==> config.mk <==
export PLATFORM = sky130hd
export DESIGN_NAME = data_memory_sector_decoder
export DESIGN_NICKNAME = d
export VERILOG_FILES = /design/src/dmem_pkg.sv /design/src/gpr_port_if.sv /design/src/data_memory_sector_decoder.sv /design/src/gpr_store.sv
export VERILOG_INCLUDE_DIRS = /design/src /design/src/src
export SDC_FILE = /design/constraint.sdc
export NUM_CORES = 2
export LEC_CHECK = 0
export ABC_AREA = 0
export BUFFER_PORTS_ARGS = -buffer_cell sky130_fd_sc_hd__clkbuf_2
export CAP_MARGIN = 20
export CORE_UTILIZATION = 31
export CTS_CLUSTER_SIZE = 16
export DETAILED_ROUTE_END_ITERATION = 8
export PLACE_DENSITY = 0.53
export REMOVE_ABC_BUFFERS = 1
export SYNTH_ARGS = -nofsm -noshare
export SYNTH_HDL_FRONTEND = slang
export SYNTH_SLANG_ARGS = --single-unit
==> constraint.sdc <==
create_clock -name mclk -period 10.36 [get_ports mclk]
set_input_delay 1.036 -clock mclk [delete_from_list [all_inputs] [get_ports mclk]]
set_output_delay 1.036 -clock mclk [all_outputs]
set_load 0.005 [all_outputs]
==> src/dmem_defines.svh <==
`ifndef DMEM_DEFINES_SVH
`define DMEM_DEFINES_SVH

// Data path and address widths
`define DM_DATA_W          8
`define DM_ADDR_W          9
`define DM_SECTORS         2
`define DM_GPR_PER_SECTOR  128

// Location map inside one sector
`define DM_SFR_LAST        8'h7f
`define DM_GPR_FIRST       8'h80
`define DM_PTR_A_LO_ADDR   8'h03
`define DM_PTR_A_HI_ADDR   8'h04
`define DM_PTR_B_LO_ADDR   8'h0d
`define DM_PTR_B_HI_ADDR   8'h0e
`define DM_NVM_CTRL_ADDR   8'h40

// Reset and fixed read values
`define DM_PTR_RST         8'h00
`define DM_NVM_CTRL_RST    8'h00
`define DM_UNIMPL_READ     8'h00

// Cycles from the taking edge to the answer
`define DM_ANSWER_LAT      2

`endif

==> src/dmem_pkg.sv <==
package dmem_pkg;

    typedef enum logic [1:0] {
        MD_DIRECT   = 2'b00,
        MD_EXTENDED = 2'b01,
        MD_IND_A    = 2'b10,
        MD_IND_B    = 2'b11
    } mode_t;

    typedef enum logic [1:0] {
        OP_READ  = 2'b00,
        OP_WRITE = 2'b01,
        OP_BSET  = 2'b10,
        OP_BCLR  = 2'b11
    } op_t;

    typedef enum logic [1:0] {
        TGT_RAM   = 2'b00,
        TGT_SFR   = 2'b01,
        TGT_LOCAL = 2'b10,
        TGT_NONE  = 2'b11
    } tgt_t;

endpackage : dmem_pkg

==> src/gpr_port_if.sv <==
`timescale 1ns/10ps
interface gpr_port_if #(
    parameter int DW = 8,
    parameter int IW = 8
);
    logic          we;
    logic [IW-1:0] idx;
    logic [DW-1:0] wdata;
    logic [DW-1:0] rdata;

    modport owner (output we, output idx, output wdata, input rdata);
    modport store (input we, input idx, input wdata, output rdata);
endinterface : gpr_port_if

==> src/data_memory_sector_decoder.sv <==
`timescale 1ns/10ps
`include "dmem_defines.svh"

// Notes on behaviour
// - Data memory holds 8-bit volatile words starting at address zero.
// - Locations 00H-7FH of sector 0 are special registers.
// - Sector 1 implements only 40H, the nonvolatile memory control register.
// - 80H-FFH of sectors 0 and 1 are separate general RAM, 256 bytes.
// - General RAM is freely readable and writable.
// - Indirect access takes its sector from the matching pointer high byte.
// - Indirect access takes its location from the matching pointer low byte.
// - No bank register; sector comes from pointer high byte or extended address.
// - Extended address is 9 bits: top bit sector, low byte location.
// - Standard direct reaches sector 0, extended direct reaches any sector.
// - Bit set and clear change one bit and keep the others.
// - Unimplemented special locations read as zero.
module data_memory_sector_decoder
    import dmem_pkg::*;
#(
    parameter int DW      = `DM_DATA_W,
    parameter int AW      = `DM_ADDR_W,
    parameter int SECTORS = `DM_SECTORS
) (
    // Clock, reset, enable
    input  wire logic          mclk,
    input  wire logic          rst_n,
    input  wire logic          ce,
    // Request from the execution unit
    input  wire logic          req_valid,
    input  wire mode_t         req_mode,
    input  wire op_t           req_op,
    input  wire logic [AW-1:0] req_addr,
    input  wire logic [DW-1:0] req_wdata,
    input  wire logic [2:0]    req_bit,
    // Answer
    output logic               rd_valid_r,
    output logic [DW-1:0]      rd_data_r,
    // External special register file
    output logic               sfr_rd_r,
    output logic               sfr_wr_r,
    output logic [7:0]         sfr_addr_r,
    output logic [DW-1:0]      sfr_wdata_r,
    input  wire logic [DW-1:0] sfr_rdata,
    // Held control register
    output logic [DW-1:0]      nvm_control_reg_r
);
    localparam int IW = 8;

    if (DW != 8 || AW != 9 || SECTORS != 2) begin : g_chk
        $error("data_memory_sector_decoder: only 8-bit data, 9-bit address, 2 sectors");
    end

    typedef struct packed {
        // Stage A: request as taken
        logic          a_v;
        mode_t         a_mode;
        op_t           a_op;
        logic [AW-1:0] a_addr;
        logic [DW-1:0] a_wdata;
        logic [2:0]    a_bit;
        // Stage B: decoded, special register read in flight
        logic          b_v;
        logic          b_sfr;
        op_t           b_op;
        logic [DW-1:0] b_wdata;
        logic [2:0]    b_bit;
        logic [DW-1:0] b_res;
        // Outputs
        logic          rd_v;
        logic [DW-1:0] rd_data;
        logic          sfr_rd;
        logic          sfr_wr;
        logic [7:0]    sfr_addr;
        logic [DW-1:0] sfr_wdata;
        logic [DW-1:0] nvm_ctrl;
        // Pointer pairs
        logic [7:0]    indirect_sector_ptr_a;
        logic [7:0]    indirect_offset_ptr_a;
        logic [7:0]    indirect_sector_ptr_b;
        logic [7:0]    indirect_offset_ptr_b;
    } state_t;

    state_t s_r;
    state_t s_nxt;

    gpr_port_if #(.DW(DW), .IW(IW)) gpr ();

    gpr_store #(
        .DW    (DW),
        .DEPTH (SECTORS * `DM_GPR_PER_SECTOR),
        .IW    (IW)
    ) u_store (
        .mclk  (mclk),
        .rst_n (rst_n),
        .ce    (ce),
        .port  (gpr.store)
    );

    // Result byte of an operation on an old value
    function automatic logic [DW-1:0] apply_op(
        input op_t           op,
        input logic [DW-1:0] old,
        input logic [DW-1:0] wd,
        input logic [2:0]    bsel
    );
        logic [DW-1:0] mask;
        mask = DW'(1) << bsel;
        unique case (op)
            OP_READ:  apply_op = old;
            OP_WRITE: apply_op = wd;
            OP_BSET:  apply_op = old | mask;
            OP_BCLR:  apply_op = old & ~mask;
        endcase
    endfunction : apply_op

    // Where a sector/location pair lands
    function automatic tgt_t decode(input logic [7:0] sec, input logic [7:0] off);
        if (sec >= 8'(SECTORS)) begin
            decode = TGT_NONE;
        end else if (off >= `DM_GPR_FIRST) begin
            decode = TGT_RAM;
        end else if (sec == 8'h00) begin
            if (off == `DM_PTR_A_LO_ADDR || off == `DM_PTR_A_HI_ADDR ||
                off == `DM_PTR_B_LO_ADDR || off == `DM_PTR_B_HI_ADDR) begin
                decode = TGT_LOCAL;
            end else begin
                decode = TGT_SFR;
            end
        end else if (off == `DM_NVM_CTRL_ADDR) begin
            decode = TGT_LOCAL;
        end else begin
            decode = TGT_NONE;
        end
    endfunction : decode

    logic [7:0]    sec;
    logic [7:0]    off;
    tgt_t          tgt;
    logic [DW-1:0] local_old;
    logic [DW-1:0] a_res;
    logic          a_writes;

    always_comb begin
        // no bank register; sector only from the mode below
        unique case (s_r.a_mode)
            MD_DIRECT: begin
                sec = 8'h00;
                off = s_r.a_addr[7:0];
            end
            MD_EXTENDED: begin
                sec = {7'h00, s_r.a_addr[8]};
                off = s_r.a_addr[7:0];
            end
            MD_IND_A: begin
                sec = s_r.indirect_sector_ptr_a;
                off = s_r.indirect_offset_ptr_a;
            end
            MD_IND_B: begin
                sec = s_r.indirect_sector_ptr_b;
                off = s_r.indirect_offset_ptr_b;
            end
        endcase
        tgt = decode(sec, off);
        a_writes = s_r.a_v && (s_r.a_op != OP_READ);

        local_old = `DM_UNIMPL_READ;
        if (sec == 8'h00) begin
            unique case (off)
                `DM_PTR_A_LO_ADDR: local_old = s_r.indirect_offset_ptr_a;
                `DM_PTR_A_HI_ADDR: local_old = s_r.indirect_sector_ptr_a;
                `DM_PTR_B_LO_ADDR: local_old = s_r.indirect_offset_ptr_b;
                `DM_PTR_B_HI_ADDR: local_old = s_r.indirect_sector_ptr_b;
                default:           local_old = `DM_UNIMPL_READ;
            endcase
        end else begin
            local_old = s_r.nvm_ctrl;
        end

        // Sector bit above the 7-bit location gives a distinct store per sector
        gpr.idx   = {sec[0], off[6:0]};
        gpr.wdata = apply_op(s_r.a_op, gpr.rdata, s_r.a_wdata, s_r.a_bit);
        gpr.we    = a_writes && (tgt == TGT_RAM);

        unique case (tgt)
            TGT_RAM:   a_res = gpr.wdata;
            TGT_LOCAL: a_res = apply_op(s_r.a_op, local_old, s_r.a_wdata, s_r.a_bit);
            TGT_SFR:   a_res = `DM_UNIMPL_READ;
            TGT_NONE:  a_res = `DM_UNIMPL_READ;
        endcase

        s_nxt = s_r;

        // Stage A
        s_nxt.a_v     = req_valid;
        s_nxt.a_mode  = req_mode;
        s_nxt.a_op    = req_op;
        s_nxt.a_addr  = req_addr;
        s_nxt.a_wdata = req_wdata;
        s_nxt.a_bit   = req_bit;

        // Pointer and control writes land here, so the very next request
        // already decodes through the updated pointer
        if (a_writes && tgt == TGT_LOCAL) begin
            if (sec == 8'h00) begin
                unique case (off)
                    `DM_PTR_A_LO_ADDR: s_nxt.indirect_offset_ptr_a = a_res;
                    `DM_PTR_A_HI_ADDR: s_nxt.indirect_sector_ptr_a = a_res;
                    `DM_PTR_B_LO_ADDR: s_nxt.indirect_offset_ptr_b = a_res;
                    `DM_PTR_B_HI_ADDR: s_nxt.indirect_sector_ptr_b = a_res;
                    default: ;
                endcase
            end else begin
                s_nxt.nvm_ctrl = a_res;
            end
        end

        // Stage B
        s_nxt.b_v      = s_r.a_v;
        s_nxt.b_sfr    = s_r.a_v && (tgt == TGT_SFR);
        s_nxt.b_op     = s_r.a_op;
        s_nxt.b_wdata  = s_r.a_wdata;
        s_nxt.b_bit    = s_r.a_bit;
        s_nxt.b_res    = a_res;
        s_nxt.sfr_rd   = s_r.a_v && (tgt == TGT_SFR);
        // Address holds into the write-back cycle; one address for both strobes,
        // so two special register accesses need a one-cycle gap between them
        if (s_r.a_v && tgt == TGT_SFR) begin
            s_nxt.sfr_addr = off;
        end

        // Stage C: special registers use a read-modify-write through the port
        s_nxt.rd_v      = s_r.b_v;
        s_nxt.rd_data   = s_r.b_sfr ?
                          apply_op(s_r.b_op, sfr_rdata, s_r.b_wdata, s_r.b_bit) :
                          s_r.b_res;
        s_nxt.sfr_wr    = s_r.b_sfr && (s_r.b_op != OP_READ);
        s_nxt.sfr_wdata = apply_op(s_r.b_op, sfr_rdata, s_r.b_wdata, s_r.b_bit);
    end

    always_ff @(posedge mclk) begin
        if (!rst_n) begin
            s_r <= '0;
            s_r.nvm_ctrl <= `DM_NVM_CTRL_RST;
            s_r.indirect_sector_ptr_a <= `DM_PTR_RST;
            s_r.indirect_offset_ptr_a <= `DM_PTR_RST;
            s_r.indirect_sector_ptr_b <= `DM_PTR_RST;
            s_r.indirect_offset_ptr_b <= `DM_PTR_RST;
        end else if (ce) begin
            s_r <= s_nxt;
        end
    end

    assign rd_valid_r        = s_r.rd_v;
    assign rd_data_r         = s_r.rd_data;
    assign sfr_rd_r          = s_r.sfr_rd;
    assign sfr_wr_r          = s_r.sfr_wr;
    assign sfr_addr_r        = s_r.sfr_addr;
    assign sfr_wdata_r       = s_r.sfr_wdata;
    assign nvm_control_reg_r = s_r.nvm_ctrl;
endmodule : data_memory_sector_decoder

==> src/gpr_store.sv <==
`timescale 1ns/10ps
module gpr_store #(
    parameter int DW    = 8,
    parameter int DEPTH = 256,
    parameter int IW    = 8
) (
    // Clock, reset, enable
    input  wire logic   mclk,
    input  wire logic   rst_n,
    input  wire logic   ce,
    // Access port
    gpr_port_if.store   port
);
    typedef struct packed {
        logic [DEPTH-1:0][DW-1:0] mem;
    } store_t;

    store_t s_r;
    store_t s_nxt;

    if (DEPTH != (1 << IW)) begin : g_chk
        $error("gpr_store: DEPTH must equal 2**IW");
    end

    // Read is combinational so the owner can modify and write back in one cycle
    assign port.rdata = s_r.mem[port.idx];

    always_comb begin
        s_nxt = s_r;
        if (port.we) begin
            s_nxt.mem[port.idx] = port.wdata;
        end
    end

    always_ff @(posedge mclk) begin
        if (!rst_n) begin
            s_r <= '0;
        end else if (ce) begin
            s_r <= s_nxt;
        end
    end
endmodule : gpr_store

==> impl_metrics.xml <==
<?xml version="1.0" encoding="UTF-8"?>
<metrics>
  <group name="status">
    <metric name="result_of_the_run" unit="">finished clean</metric>
  </group>
  <group name="worst_setup_path">
    <metric name="cpPeakStageDelay" unit="ps">1100</metric>
    <metric name="worstSetupStartpointType" unit="">flip-flop</metric>
    <metric name="arrival" unit="ps">8060</metric>
    <metric name="path_delay_family" unit="">compound AO/OA/AOI/OAI gates</metric>
    <metric name="worst_setup_path_end_kind" unit="">flip-flop</metric>
    <metric name="crit_buf_inv" unit="">3</metric>
    <metric name="crit_required" unit="ps">11170</metric>
    <metric name="cp_slowest_cell" unit="">nor4_1</metric>
    <metric name="cp_max_fo" unit="">76</metric>
    <metric name="critical_path_class" unit="">reg2reg</metric>
    <metric name="critical_path.cell_chain" unit="">buf_4 -&gt; nor2_1 -&gt; a21oi_4 -&gt; buf_4 -&gt; nand2_1 -&gt; a311oi_1 -&gt; a311o_1 -&gt; o21ai_0 -&gt; nor4_1 -&gt; o2111ai_4 -&gt; buf_4 -&gt; o21ai_0</metric>
    <metric name="crit_path_most_repeated_cell" unit="">buf_4</metric>
  </group>
  <group name="die">
    <metric name="top_level_ports" unit="">71</metric>
    <metric name="die-area" unit="sq um">296000</metric>
    <metric name="die_w" unit="um">544</metric>
    <metric name="core_area" unit="sq um">292000</metric>
    <metric name="die_height" unit="um">544</metric>
    <metric name="row_count" unit="">198</metric>
    <metric name="initial_utilization" unit="">0.312</metric>
  </group>
  <group name="grt">
    <metric name="grt_first_pass_wirelength" unit="um">478000</metric>
    <metric name="grt_pass1_vias" unit="">71322</metric>
    <metric name="grt_antenna_before_repair" unit="">16</metric>
    <metric name="groute.layer.met1.usage" unit="">0.289</metric>
    <metric name="use_met2" unit="">0.328</metric>
    <metric name="grt.overflow.total" unit="">0</metric>
    <metric name="global_route.peak_usage_layer" unit="">met2</metric>
    <metric name="gr-usage-all-layers" unit="">0.213</metric>
    <metric name="grt_start_max_net_pins" unit="">249</metric>
    <metric name="met3_usage" unit="">0.0419</metric>
  </group>
  <group name="cts">
    <metric name="clock-root-buffer" unit="">clkbuf_16</metric>
    <metric name="ctsHtreeMaxLevel" unit="">4</metric>
    <metric name="post-cts-setup-buffer-count" unit="">0</metric>
    <metric name="clock_sinks" unit="">2162</metric>
    <metric name="cts.hold.buffers_added" unit="">0</metric>
    <metric name="cts_repair_resize_count" unit="">0</metric>
    <metric name="clk_path_buf_depth" unit="">3</metric>
    <metric name="clk-insertion-delay-late" unit="ps">910</metric>
    <metric name="tritoncts_clock_tree" unit="">done</metric>
    <metric name="worst_setup_hold_path_clk_slew" unit="ps">60</metric>
    <metric name="cts_inserted_buffers" unit="">229</metric>
  </group>
  <group name="finish">
    <metric name="layout.cell_area.non_filler" unit="sq um">101000</metric>
    <metric name="layout-area-overhead-vs-synth" unit="%">11.0</metric>
    <metric name="fin_nets" unit="">9508</metric>
    <metric name="finished_core_util" unit="">0.346</metric>
    <metric name="final.fill_count" unit="">29530</metric>
    <metric name="layout-drive-gt1-share" unit="">0.106</metric>
  </group>
  <group name="synthesis">
    <metric name="postSynthCellCount" unit="">10146</metric>
    <metric name="synth-seq-area-share" unit="">0.476</metric>
    <metric name="post_synth_xor_area_fraction" unit="">0</metric>
    <metric name="largest_family_of_logic_cells_by_synthesized_area" unit="">compound AO/OA/AOI/OAI gates</metric>
    <metric name="synthesis.area" unit="sq um">91000</metric>
    <metric name="synthDistinctLibCells" unit="">72</metric>
    <metric name="synth_mux_area_frac" unit="">0.103</metric>
    <metric name="syn_area_per_cell" unit="sq um">8.97</metric>
    <metric name="yosys_reg_bits" unit="">2162</metric>
    <metric name="synth_fa_ha_area_frac" unit="">0</metric>
    <metric name="synth_simple_gate_area_frac" unit="">0.171</metric>
    <metric name="synth_edf_count" unit="">0</metric>
    <metric name="synth_compound_gate_area_share" unit="">0.193</metric>
    <metric name="synth-async-reset-ratio" unit="">0</metric>
    <metric name="yosys_warnings" unit="">0</metric>
    <metric name="dominantRegCellSynth" unit="">dfxtp_1</metric>
  </group>
  <group name="sta">
    <metric name="final_hold_viol_count" unit="">0</metric>
    <metric name="finalWorstPathRequiredPeriod" unit="ps">7250</metric>
    <metric name="report.final.slew_viol_count" unit="">0</metric>
    <metric name="min_period_over_period" unit="">0.700</metric>
    <metric name="grt_setup_unrepaired" unit="">false</metric>
    <metric name="fmaxAchievable" unit="GHz">0.138</metric>
    <metric name="max-slew-margin-rel" unit="">0.160</metric>
    <metric name="worst-slew-pin-transition" unit="ps">1260</metric>
    <metric name="finalSetupTns" unit="ps">0</metric>
    <metric name="fin_skew" unit="ps">64.6</metric>
    <metric name="fin_ws" unit="ps">3110</metric>
    <metric name="setup_violations" unit="">0</metric>
  </group>
  <group name="drt">
    <metric name="wirelength" unit="um">325000</metric>
    <metric name="remaining_drc_errors" unit="">0</metric>
    <metric name="vias" unit="">77262</metric>
    <metric name="routed_len_inst" unit="um">23.9</metric>
    <metric name="drt_iter0_drc" unit="">8566</metric>
    <metric name="residual_antenna_violating_net_count_after_detailed_routing" unit="">0</metric>
    <metric name="first_pass_iteration_count_of_the_detailed_router" unit="">8</metric>
    <metric name="viasPerCell" unit="">5.70</metric>
  </group>
  <group name="placed_design">
    <metric name="hpwlAfterDp" unit="um">202000</metric>
    <metric name="total_placed_instance_area" unit="sq um">93100</metric>
    <metric name="gp_congestion" unit="">0.876</metric>
    <metric name="place_worst_setup_slack" unit="ps">3490</metric>
    <metric name="port-buffer-count" unit="">70</metric>
  </group>
  <group name="pwr">
    <metric name="sw_frac_of_total" unit="">0.270</metric>
    <metric name="post-layout-total-power" unit="W">0.0186</metric>
    <metric name="power_report.internal_total" unit="W">0.0136</metric>
    <metric name="share_clk_of_total_power" unit="">0.454</metric>
    <metric name="power.ir.vdd_worst" unit="mV">0.232</metric>
    <metric name="power.combinational.fraction" unit="">0.097</metric>
    <metric name="power_density_of_the_placed_cells" unit="nW/um^2">184</metric>
    <metric name="static-leakage-power" unit="nW">32.3</metric>
    <metric name="reported_net_switching_power" unit="W">0.00502</metric>
    <metric name="seq_power_share" unit="">0.449</metric>
  </group>
  <group name="run">
    <metric name="maxCapViolations" unit="">0</metric>
  </group>
  <group name="hold_path">
    <metric name="hold_class" unit="">in2reg</metric>
  </group>
</metrics>
==> tightest hold or removal path: cells and delay by family <==
family | cells | cell delay [ps]
muxes | 1 | 60
buffers and inverters | 1 | 80
and+or+nand+nor | 1 | 100
==> per-stage QoR <==
step	hold slack (ps)	std cells
global route	385	13555
floorplan	426	9012
global placement	418	13128
detailed placement	424	13136
CTS	344	13550
finish	403	13564
==> cell families (layout without fill, tap and decap cells) <==
group | after synthesis | in the layout
DFF | 2162 | 2162
AOI/OAI and AO/OA | 2956 | 2956
other | 0 | 9
muxes | 587 | 587
buffers and inverters | 1195 | 704
and+or+nand+nor | 3246 | 3246
==> metal layers <==
| layer | up-vias | wire, um |
|---|---|---|
| met5 | - | 0 |
| met4 | 0 | 13700 |
| met3 | 578 | 27800 |
| met2 | 3089 | 142000 |
| met1 | 37767 | 141000 |
| li1 | 35828 | - |
==> final timing paths <==
| path | start | endpoint | slack, ps | cells after the start |
|---|---|---|---|---|
| hold reg to reg | sfr_addr_r[7]$_SDFFE_PN0P_ | sfr_addr_r[7]$_SDFFE_PN0P_ | 430 | 2 |
| setup / recovery | s_r[113]$_SDFFE_PN0P_ | u_store.s_r[410]$_SDFFE_PN0P_ | 3110 | 12 |
| setup reg to reg | s_r[113]$_SDFFE_PN0P_ | u_store.s_r[410]$_SDFFE_PN0P_ | 3110 | 12 |
| hold / removal | req_addr[2] | s_r[103]$_SDFFE_PN0P_ | 400 | 3 |
==> layout by cell type (no fill, tap or decap), types with 20 or more instances in the layout <==
cell       synthesis  final
clkbuf_8           0     52
clkbuf_16          0    230
o31ai_1          188    188
a211oi_1         122    122
dfxtp_1         2162   2161
buf_4             72    126
nor2_1           109     84
a221oi_1          41     41
inv_1             61     61
and3_1            20     20
nor2b_1          108    108
nand3_1         2209   2209
clkbuf_1         823     54
mux2i_1          299    297
mux4_2           275    275
buf_12             0     26
o22ai_1           34     34
nand2_1          681    680
o211ai_1          86     86
clkinv_2           0     39
a21oi_1          226    220
clkbuf_2           0     68
a31oi_1           30     30
a22oi_1           97     97
a2111oi_0         23     23
nor2_4             0     21
a22o_1            26     26
o31ai_2           76     76
o21ai_0         1862   1862
==> synthesized netlist by cell type (all sizes together) (26+ instances only) <==
cell type / count / area, sq um
nand3: 2209 / 11100
dfxtp: 2162 / 43300
a31oi: 30 / 188
o22ai: 34 / 213
clkbuf: 823 / 3090
nor2: 110 / 415
a22oi: 97 / 728
buf: 311 / 1890
inv: 61 / 229
mux4: 275 / 6190
a211oi: 122 / 916
o21ai: 1865 / 9330
nand2: 681 / 2560
a22o: 26 / 228
mux2i: 300 / 3010
o31ai: 264 / 2360
nor2b: 108 / 676
a21oi: 228 / 1150
o211ai: 86 / 646
a221oi: 41 / 359
==> state kept, by name, indices dropped and copies added, names as in the netlist <==
| register | count |
|---|---|
| u_store.s_r | 2048 |
| s_r | 64 |
| s_nxt | 15 |
| nvm_control_reg_r | 8 |
| rd_data_r | 8 |
| sfr_addr_r | 8 |
| sfr_wdata_r | 8 |
| rd_valid_r | 1 |
| sfr_rd_r | 1 |
| sfr_wr_r | 1 |
==> final cells by class <==
cell class / instances / area (sq um) / area share
well taps: 3900 / 4880 / 0.0483
diodes: 9 / 22.5 / 0.000223
inverters: 61 / 229 / 0.00227
repair buffers: 229 / 1910 / 0.0190
clock buffers: 335 / 6660 / 0.0659
flip-flops and latches: 2162 / 43300 / 0.429
multi-input cells: 6789 / 42900 / 0.425
clock inverters: 79 / 1110 / 0.0109
==> power groups by stage <==
stage,Sequential (W),Clock [W],Combinational (W)
finish,0.00835,0.00845,0.00181
floorplan,0.00853,0,0.00105
CTS,0.00835,0.00858,0.00176
detailed placement,0.00853,0,0.00176
global placement,0.00853,0,0.00174
global route,0.00835,0.00892,0.00186
(Power assumes the default switching activity.)
